[src/design/plc_pkg.sv]
// Constants for the indicator and transceiver control register bank
package plc_pkg;
	// Register addresses on the management port
	localparam logic [4:0] LED_CTRL_ADDR = 5'h18;
	localparam logic [4:0] XCVR_CTRL_ADDR = 5'h19;
	// Indicator register fields
	localparam int LED_OVR_BIT = 4;
	localparam int LED_FORCE_BIT = 1;
	// Transceiver control register fields
	localparam int XC_MDIX_BIT = 15;
	localparam int XC_FORCE_X_BIT = 14;
	localparam int XC_PAUSE_RX_BIT = 13;
	localparam int XC_PAUSE_TX_BIT = 12;
	localparam int XC_FE_BIT = 11;
	localparam int XC_SEQ_BIT = 10;
	localparam int XC_STATUS_BIT = 9;
	localparam int XC_RUN_BIT = 8;
	localparam int XC_BYPASS_BIT = 7;
	// Reset values of stored fields and the strap load count
	localparam logic [15:0] REG_RESET = 16'h0000;
	localparam logic [1:0] STRAP_LOAD_CNT = 2'h2;
	// Indicator stretch time and its cycle count
	localparam int CLK_MHZ = 125;
	localparam int STRETCH_TIME_MS = 50;
	localparam int STRETCH_CYCLES = STRETCH_TIME_MS * CLK_MHZ * 1000;
endpackage

[src/design/plc_regs.sv]
// Indicator and transceiver control registers with management access
`timescale 1ns/1ns
module plc_regs #(
	parameter int STRETCH_CYCLES = plc_pkg::STRETCH_CYCLES
) (
	// Clock and reset
	input  wire logic        i_clk,
	input  wire logic        i_rst,
	// Management register port
	input  wire logic [4:0]  i_mgmt_addr,
	input  wire logic        i_mgmt_wr,
	input  wire logic        i_mgmt_rd,
	input  wire logic [15:0] i_mgmt_wdata,
	output logic [15:0]      o_mgmt_rdata,
	output logic             o_mgmt_rvalid,
	// Strap pin for crossover enable
	input  wire logic        i_auto_crossover_strap,
	// Negotiation results
	input  wire logic [1:0]  i_local_ability_advert,
	input  wire logic [1:0]  i_partner_ability_advert,
	input  wire logic        i_negotiated_full_duplex,
	// Link indicator
	input  wire logic        i_link_indicator_output,
	output logic             o_link_indicator_pin,
	// Crossover controls
	output logic             o_auto_crossover_enable,
	output logic             o_force_pair_crossover,
	// Self-test controls and error report
	input  wire logic        i_selftest_error,
	output logic             o_selftest_run,
	output logic             o_selftest_force_error,
	output logic             o_selftest_sequence_select
);
	// Stored control fields
	logic       ovr_en;
	logic       forced_val;
	logic       auto_x;
	logic       force_x;
	logic       fe;
	logic       seq_sel;
	logic       run;
	logic       run_q;
	logic       status;
	logic       bypass;
	// Strap capture after reset release
	logic       strap_meta;
	logic       strap_sync;
	logic [1:0] strap_cnt;
	logic       strap_done;
	// Resolved pause and stretched indicator
	logic       pause_rx;
	logic       pause_tx;
	logic       stretched;

	// Address decode
	wire hit_led = (i_mgmt_addr == plc_pkg::LED_CTRL_ADDR);
	wire hit_xc = (i_mgmt_addr == plc_pkg::XCVR_CTRL_ADDR);
	wire wr_led = i_mgmt_wr & hit_led;
	wire wr_xc = i_mgmt_wr & hit_xc;
	wire strap_load = ~strap_done & (strap_cnt == plc_pkg::STRAP_LOAD_CNT);

	// Next values of writable fields; only bits 4 and 1 of the indicator register are kept
	wire next_ovr = wr_led ? i_mgmt_wdata[plc_pkg::LED_OVR_BIT] : ovr_en;
	wire next_forced = wr_led ? i_mgmt_wdata[plc_pkg::LED_FORCE_BIT]
		: forced_val;
	wire next_auto_x = wr_xc ? i_mgmt_wdata[plc_pkg::XC_MDIX_BIT] :
		strap_load ? strap_sync : auto_x;
	wire next_force_x = wr_xc ? i_mgmt_wdata[plc_pkg::XC_FORCE_X_BIT]
		: force_x;
	// Force error lives one cycle, so each write with bit 11 set makes exactly one error
	wire next_fe = wr_xc & i_mgmt_wdata[plc_pkg::XC_FE_BIT];
	wire next_seq = wr_xc ? i_mgmt_wdata[plc_pkg::XC_SEQ_BIT]
		: seq_sel;
	wire next_run = wr_xc ? i_mgmt_wdata[plc_pkg::XC_RUN_BIT] : run;
	wire next_bypass = wr_xc ? i_mgmt_wdata[plc_pkg::XC_BYPASS_BIT]
		: bypass;

	// Self-test status: pass at start, error latches fail, stop clears
	wire run_rise = run & ~run_q;
	wire next_status = ~run ? 1'h0 : run_rise ? 1'h1 :
		i_selftest_error ? 1'h0 : status;

	// Indicator source: override wins over the stretched state
	wire next_pin = ovr_en ? forced_val : stretched;

	// Read words; reserved and unmodelled bits read zero
	logic [15:0] led_word;
	logic [15:0] xc_word;
	always_comb begin
		led_word = plc_pkg::REG_RESET;
		led_word[plc_pkg::LED_OVR_BIT] = ovr_en;
		led_word[plc_pkg::LED_FORCE_BIT] = forced_val;
		xc_word = plc_pkg::REG_RESET;
		xc_word[plc_pkg::XC_MDIX_BIT] = auto_x;
		xc_word[plc_pkg::XC_FORCE_X_BIT] = force_x;
		xc_word[plc_pkg::XC_PAUSE_RX_BIT] = pause_rx;
		xc_word[plc_pkg::XC_PAUSE_TX_BIT] = pause_tx;
		xc_word[plc_pkg::XC_FE_BIT] = fe;
		xc_word[plc_pkg::XC_SEQ_BIT] = seq_sel;
		xc_word[plc_pkg::XC_STATUS_BIT] = status;
		xc_word[plc_pkg::XC_RUN_BIT] = run;
		xc_word[plc_pkg::XC_BYPASS_BIT] = bypass;
	end
	// Unmapped addresses answer with zero rather than stale data
	wire [15:0] next_rdata = hit_led ? led_word :
		hit_xc ? xc_word : plc_pkg::REG_RESET;

	// Strap synchroniser; only the second flop is looked at
	always_ff @(posedge i_clk or posedge i_rst) begin
		if (i_rst) begin
			strap_meta <= 1'h0;
			strap_sync <= 1'h0;
		end else begin
			strap_meta <= i_auto_crossover_strap;
			strap_sync <= strap_meta;
		end
	end

	// Wait for the synchroniser to fill, then take the strap once
	always_ff @(posedge i_clk or posedge i_rst) begin
		if (i_rst) begin
			strap_cnt  <= 2'h0;
			strap_done <= 1'h0;
		end else begin
			if (!strap_done && strap_cnt != plc_pkg::STRAP_LOAD_CNT)
				strap_cnt <= strap_cnt + 2'h1;
			if (strap_load)
				strap_done <= 1'h1;
		end
	end

	// Indicator register fields
	always_ff @(posedge i_clk or posedge i_rst) begin
		if (i_rst) begin
			ovr_en     <= 1'h0;
			forced_val <= 1'h0;
		end else begin
			ovr_en     <= next_ovr;
			forced_val <= next_forced;
		end
	end

	// Transceiver control fields
	always_ff @(posedge i_clk or posedge i_rst) begin
		if (i_rst) begin
			auto_x  <= 1'h0;
			force_x <= 1'h0;
			fe      <= 1'h0;
			seq_sel <= 1'h0;
			bypass  <= 1'h0;
		end else begin
			auto_x  <= next_auto_x;
			force_x <= next_force_x;
			fe      <= next_fe;
			seq_sel <= next_seq;
			bypass  <= next_bypass;
		end
	end

	// Self-test run and result
	always_ff @(posedge i_clk or posedge i_rst) begin
		if (i_rst) begin
			run    <= 1'h0;
			run_q  <= 1'h0;
			status <= 1'h0;
		end else begin
			run    <= next_run;
			run_q  <= run;
			status <= next_status;
		end
	end

	// Read answer, one cycle after the strobe
	always_ff @(posedge i_clk or posedge i_rst) begin
		if (i_rst) begin
			o_mgmt_rdata  <= plc_pkg::REG_RESET;
			o_mgmt_rvalid <= 1'h0;
		end else begin
			o_mgmt_rvalid <= i_mgmt_rd;
			if (i_mgmt_rd)
				o_mgmt_rdata <= next_rdata;
		end
	end

	// Indicator pin flop
	always_ff @(posedge i_clk or posedge i_rst) begin
		if (i_rst)
			o_link_indicator_pin <= 1'h0;
		else
			o_link_indicator_pin <= next_pin;
	end

	// Control outputs are the field flops themselves
	assign o_auto_crossover_enable    = auto_x;
	assign o_force_pair_crossover     = force_x;
	assign o_selftest_run             = run;
	assign o_selftest_force_error     = fe;
	assign o_selftest_sequence_select = seq_sel;

	// Pause resolution from advertised abilities
	plc_pause_resolve u_pause (
		.i_clk         (i_clk),
		.i_rst         (i_rst),
		.i_local_adv   (i_local_ability_advert),
		.i_partner_adv (i_partner_ability_advert),
		.i_full_duplex (i_negotiated_full_duplex),
		.o_pause_rx    (pause_rx),
		.o_pause_tx    (pause_tx)
	);

	// Stretcher for the link indicator
	plc_stretch #(
		.STRETCH_CYCLES (STRETCH_CYCLES)
	) u_stretch (
		.i_clk    (i_clk),
		.i_rst    (i_rst),
		.i_raw    (i_link_indicator_output),
		.i_bypass (bypass),
		.o_out    (stretched)
	);
endmodule

[src/design/plc_pause_resolve.sv]
// Pause resolution from local and partner advertised abilities
`timescale 1ns/1ns
module plc_pause_resolve (
	// Clock and reset
	input  wire logic       i_clk,
	input  wire logic       i_rst,
	// Advertised abilities: bit 1 asymmetric, bit 0 pause
	input  wire logic [1:0] i_local_adv,
	input  wire logic [1:0] i_partner_adv,
	input  wire logic       i_full_duplex,
	// Resolved pause enables
	output logic            o_pause_rx,
	output logic            o_pause_tx
);
	// Symmetric and one-way outcomes of the resolution table
	wire both_sym = i_local_adv[0] & i_partner_adv[0];
	wire rx_only = i_local_adv[0] & i_local_adv[1] & ~i_partner_adv[0]
		& i_partner_adv[1];
	wire tx_only = ~i_local_adv[0] & i_local_adv[1] & i_partner_adv[0]
		& i_partner_adv[1];
	wire next_rx = i_full_duplex & (both_sym | rx_only);
	wire next_tx = i_full_duplex & (both_sym | tx_only);

	// Registered so the status bits never glitch during a read
	always_ff @(posedge i_clk or posedge i_rst) begin
		if (i_rst) begin
			o_pause_rx <= 1'h0;
			o_pause_tx <= 1'h0;
		end else begin
			o_pause_rx <= next_rx;
			o_pause_tx <= next_tx;
		end
	end
endmodule

[src/design/plc_stretch.sv]
// Pulse stretcher for an indicator, with bypass
`timescale 1ns/1ns
module plc_stretch #(
	parameter int STRETCH_CYCLES = plc_pkg::STRETCH_CYCLES
) (
	// Clock and reset
	input  wire logic i_clk,
	input  wire logic i_rst,
	// Raw indicator state and bypass control
	input  wire logic i_raw,
	input  wire logic i_bypass,
	// Stretched indicator
	output logic      o_out
);
	localparam int CNT_W = $clog2(STRETCH_CYCLES + 1);
	logic [CNT_W-1:0] hold_cnt;

	// Reload while raw is high so short blips stay visible to the eye
	wire [CNT_W-1:0] next_cnt = i_raw ? CNT_W'(STRETCH_CYCLES) :
		(hold_cnt != '0) ? hold_cnt - 1'b1 : hold_cnt;
	wire next_out = i_bypass ? i_raw : (i_raw | (hold_cnt != '0));

	// Counter and output flop
	always_ff @(posedge i_clk or posedge i_rst) begin
		if (i_rst) begin
			hold_cnt <= '0;
			o_out    <= 1'h0;
		end else begin
			hold_cnt <= next_cnt;
			o_out    <= next_out;
		end
	end
endmodule

[config.mk]
export PLATFORM = sky130hd
export DESIGN_NAME = plc_regs
export DESIGN_NICKNAME = d
export VERILOG_FILES = /design/src/design/plc_pkg.sv /design/src/design/plc_regs.sv /design/src/design/plc_pause_resolve.sv /design/src/design/plc_stretch.sv
export SDC_FILE = /design/constraint.sdc
export NUM_CORES = 1
export LEC_CHECK = 0
export BUFFER_PORTS_ARGS = -buffer_cell sky130_fd_sc_hd__buf_2
export CAP_MARGIN = 20
export CORE_UTILIZATION = 50
export DETAILED_ROUTE_END_ITERATION = 8
export PLACE_DENSITY_LB_ADDON = 0.1
export SYNTH_ARGS = -nofsm -noshare
export SYNTH_HDL_FRONTEND = slang
export SYNTH_SLANG_ARGS = --single-unit
[constraint.sdc]
create_clock -name i_clk -period 3.3 [get_ports i_clk]
set_input_delay 0.165 -clock i_clk [delete_from_list [all_inputs] [get_ports i_clk]]
set_output_delay 0.165 -clock i_clk [all_outputs]
set_load 0.005 [all_outputs]
==> metrics.sh <==
SYNTH-SEQ-CELLS=54
SYNTH.DISTINCT_CELLS=45
ROUTED_WIRE_LENGTH_PER_INSTANCE_UM=13.22
GRT_MAX_DEGREE=31
WORST_CLOCK_SKEW_NS=0.007216
SETUP_TNS_NS=0
POSTLAYOUTCOREUTIL=0.6039
GLOBAL_ROUTE_USAGE_OVER_ALL_LAYERS=0.1953
TOTAL_LEAKAGE_POWER_nW=1.178
WORST_PIN_SLEW_NS=0.6200
CTS.SINKS=54
TIMING.REG2REG.WORST_PATH_DEPTH=5
REGTOREGSETUPSLACK_NS=0.78
SYN_TO_FINAL_GROWTH_PCT=15.79
PLACE_WS_NS=0.7787
CORE-AREA_SQ_UM=4755
SETUP.WORST_PATH.CLASS='reg2reg'
ROUTING_LAYER_WITH_THE_TOP_USAGE_IN_GLOBAL_ROUTE='met2'
GRT_SETUP_UNREPAIRED='false'
WORSTHOLDPATHTYPE='in2reg'
GRT_USE_MET3=0.05417
ROUTED_WL_MM=4.601
GP_CONGESTION=0.8484
RELSLEWSLACK=0.5861
GRT_ANTENNA_BEFORE_REPAIR=0
LAYOUT_WORST_PATH_CYCLE_SHARE=0.7640
WORST_R2R_STARTPOINT='u_stretch.hold_cnt[7]'
DRTITER0DRC=60
MIN_FROM='i_partner_ability_advert[0]'
VIA_PER_INST=5.152
PLACE_AREA_SQ_UM=2753
CTS.REPORTEDPATHS.CLKPINSLEW_NS=0.10
CTS_TREE='done'
NUMBER_OF_GLOBAL_ROUTE_VIAS_BEFORE_REPAIR=1709
ROUTE.DETAILED.DRC=0
ANTENNA-DIODE-COUNT=0
POST-ROUTE-CELL-AREA_SQ_UM=2872
DRIVE_GT1_FRAC=0.2527
TIMING.FMAX_GHz=0.3967
CLOCK_LATENCY_NS=0.31
TIMING.FINAL.WS_SETUP_NS=0.7789
CELL_AREA_AFTER_SYNTHESIS_SQ_UM=2480
NETLIST_TOP_CELLS_AREA='sky130_fd_sc_hd__dfrtp_1, sky130_fd_sc_hd__nand2_1, sky130_fd_sc_hd__xnor2_1'
LAYOUT.NETS=315
CRITICAL_PATH_REQUIRED_NS=3.47
CORE.ROWCOUNT=25
ANTENNA_LEFT=0
GLOBALROUTEOVERFLOWTOTAL=0
DIE_AREA_SQ_UM=5245
IO-PIN-COUNT=56
CTS_REPAIR_RESIZE_COUNT=0
RESULT_OF_THE_RUN='finished clean'
CRITPATHLAUNCHTYPE='flip-flop'
CP_DATA_ARRIVAL_TIME_NS=2.70
ENDPOINT_KIND='flip-flop'
ROUTED-VIA-COUNT=1793
YOSYSWARNINGS=0
GLOBALROUTEMET1UTIL=0.2516
CLOCK_TREE.HTREE_LEVEL_COUNT=2
SYNTHCELLS=233
FLOORPLAN.INITIALDENSITY=0.5216
DIE_HEIGHT_UM=72.43
DRT_PASS1_ITERATIONS=4
TIMING_MAX_TRANSITION_VIOLATIONS_FINAL=0
IO_BUFFER_COUNT=42
CRITICAL_PATH.REG2REG.ENDPOINT='u_stretch.hold_cnt[14]'
VDD.IR_DROP.WORST_mV=0.2690
MAX-CAP-VIOLATIONS=0
SYNTH_TOP_AREA_CELL='sky130_fd_sc_hd__dfrtp_1'
YOSYS.AREA.TOP_TYPE_SHARE=0.5449
GLOBAL_ROUTE_MET2_UTILIZATION=0.3271
MIN_TO='u_pause.o_pause_tx'
WORSTPATHMAXFANOUT=7
HPWLAFTERDP_MM=3.225
FINALSETUPVIOLCOUNT=0
SYNTHESIS.AREA_PER_INSTANCE_SQ_UM=10.64
MIN_DELAY_PATH_DEPTH=3
FINALHOLDVIOLATIONS=0
CTS_INSERTED_BUFFERS=5
FIN_CRIT_NS=2.521
SYNTH.YOSYS.SEQ_AREA_SHARE=0.5449
CTSROOTBUFFERMASTER='sky130_fd_sc_hd__clkbuf_8'
DIE_X_UM=72.43
CTS_MAX_PATH_BUFFERS=2
GRT_PASS1_WL_MM=7.838
POWERDENSITY_nW_PER_UM2=440.9
==> layer usage <==
layer,wire (um),up-vias
met2,2232,43
met5,0,-
met3,232,2
met1,2119,859
met4,17,0
li1,-,889
==> metrics by stage <==
stage               hold slack (ns)  power [mW]  instances
floorplan                    0.1964      0.8348        237
finish                      0.07167       1.266        348
global route                0.06819       1.331        348
global placement             0.2738      0.8820        338
detailed placement           0.2772      0.8862        338
CTS                         0.06432       1.285        348
==> kinds of logic after synthesis <==
logic type / after synthesis / share of synthesized area
adder cells (fa/ha/maj): 2 / 0.01009
flip-flops: 54 / 0.5449
buffers and inverters: 29 / 0.05247
multiplexers: 9 / 0.03986
AND/OR/NAND/NOR: 86 / 0.1947
XOR/XNOR: 11 / 0.03885
AO/OA/AOI/OAI: 41 / 0.1176
other: 1 / 0.001512
==> cells in the final DEF (no fill, tap or decap), types with 3 or more instances in the layout <==
cell type                   n
sky130_fd_sc_hd__dfrtp_1   54
sky130_fd_sc_hd__buf_2     42
sky130_fd_sc_hd__nand2_1   27
sky130_fd_sc_hd__inv_1     16
sky130_fd_sc_hd__nor2_1    15
sky130_fd_sc_hd__o21ai_0   14
sky130_fd_sc_hd__xnor2_1   10
sky130_fd_sc_hd__a21oi_1   10
sky130_fd_sc_hd__or3_1      7
sky130_fd_sc_hd__mux2_2     7
sky130_fd_sc_hd__clkbuf_8   6
sky130_fd_sc_hd__conb_1     5
sky130_fd_sc_hd__nor3_1     4
sky130_fd_sc_hd__nor4_1     4
sky130_fd_sc_hd__buf_4      4
sky130_fd_sc_hd__or4_1      3
sky130_fd_sc_hd__nand2b_1   3
sky130_fd_sc_hd__nand3_1    3
sky130_fd_sc_hd__a211oi_1   3
==> layout make-up <==
type	count	area (sq um)
sequential	54	1351
fill	437	1883
clock buffer	6	82.58
tap	67	83.83
clock inverter	2	16.27
inverter	17	63.81
timing repair buffer	48	260.3
multi-input combinational	154	1013
==> worst max-delay path by stage <==
stage                     startpoint                      to
6_report       u_stretch.hold_cnt[7]  u_stretch.hold_cnt[14]
5_1_grt        u_stretch.hold_cnt[7]  u_stretch.hold_cnt[14]
4_1_cts        u_stretch.hold_cnt[7]  u_stretch.hold_cnt[14]
3_5_place_dp   u_stretch.hold_cnt[7]  u_stretch.hold_cnt[20]
3_3_place_gp   u_stretch.hold_cnt[7]  u_stretch.hold_cnt[14]
2_1_floorplan  u_stretch.hold_cnt[7]  u_stretch.hold_cnt[16]
==> where the power goes <==
part | internal, mW | switching [mW]
Clock | 0.173 | 0.220
Sequential | 0.705 | 0.0349
Combinational | 0.0642 | 0.0695
Total | 0.942 | 0.324
==> worst max-delay path: stages, from the launching register on <==
cell                      delay (ns)
sky130_fd_sc_hd__dfrtp_1        0.44
sky130_fd_sc_hd__or4_1          0.69
sky130_fd_sc_hd__or4_1          0.69
sky130_fd_sc_hd__nor4_2         0.34
sky130_fd_sc_hd__xnor2_1        0.16
sky130_fd_sc_hd__nand2_1        0.07
==> synthesized netlist by cell type (all sizes together) <==
master,count
a2111oi,2
a211o,1
a211oi,3
a21boi,1
a21oi,10
and2,2
and3,2
and4,1
buf,7
clkbuf,5
conb,1
dfrtp,54
ha,2
inv,17
mux2,7
mux2i,2
nand2,27
nand2b,3
nand3,3
nand3b,2
nand4,2
nand4b,1
nor2,16
nor2b,2
nor3,4
nor4,7
nor4b,1
nor4bb,1
o21a,2
o21ai,14
o22ai,2
o311ai,1
o31a,1
o31ai,2
o41ai,2
or3,7
or3b,1
or4,4
xnor2,10
xor2,1
==> state kept, by name, indices dropped and copies added (netlist names) <==
signal / flops
bypass: 1
ovr_en: 1
u_stretch.o_out: 1
o_auto_crossover_enable: 1
o_link_indicator_pin: 1
run_q: 1
strap_cnt: 2
strap_meta: 1
strap_sync: 1
o_selftest_run: 1
o_force_pair_crossover: 1
u_stretch.hold_cnt: 23
o_selftest_sequence_select: 1
strap_done: 1
u_pause.o_pause_tx: 1
forced_val: 1
u_pause.o_pause_rx: 1
o_mgmt_rdata: 11
o_selftest_force_error: 1
o_mgmt_rvalid: 1
status: 1
==> timing repair <==
item / CTS / global route
hold buffers: 2 / 0
buffers inserted: 0 / 0
hold endpoints to repair: 30 / 0
No activity file was read; power rests on OpenSTA's default activity.
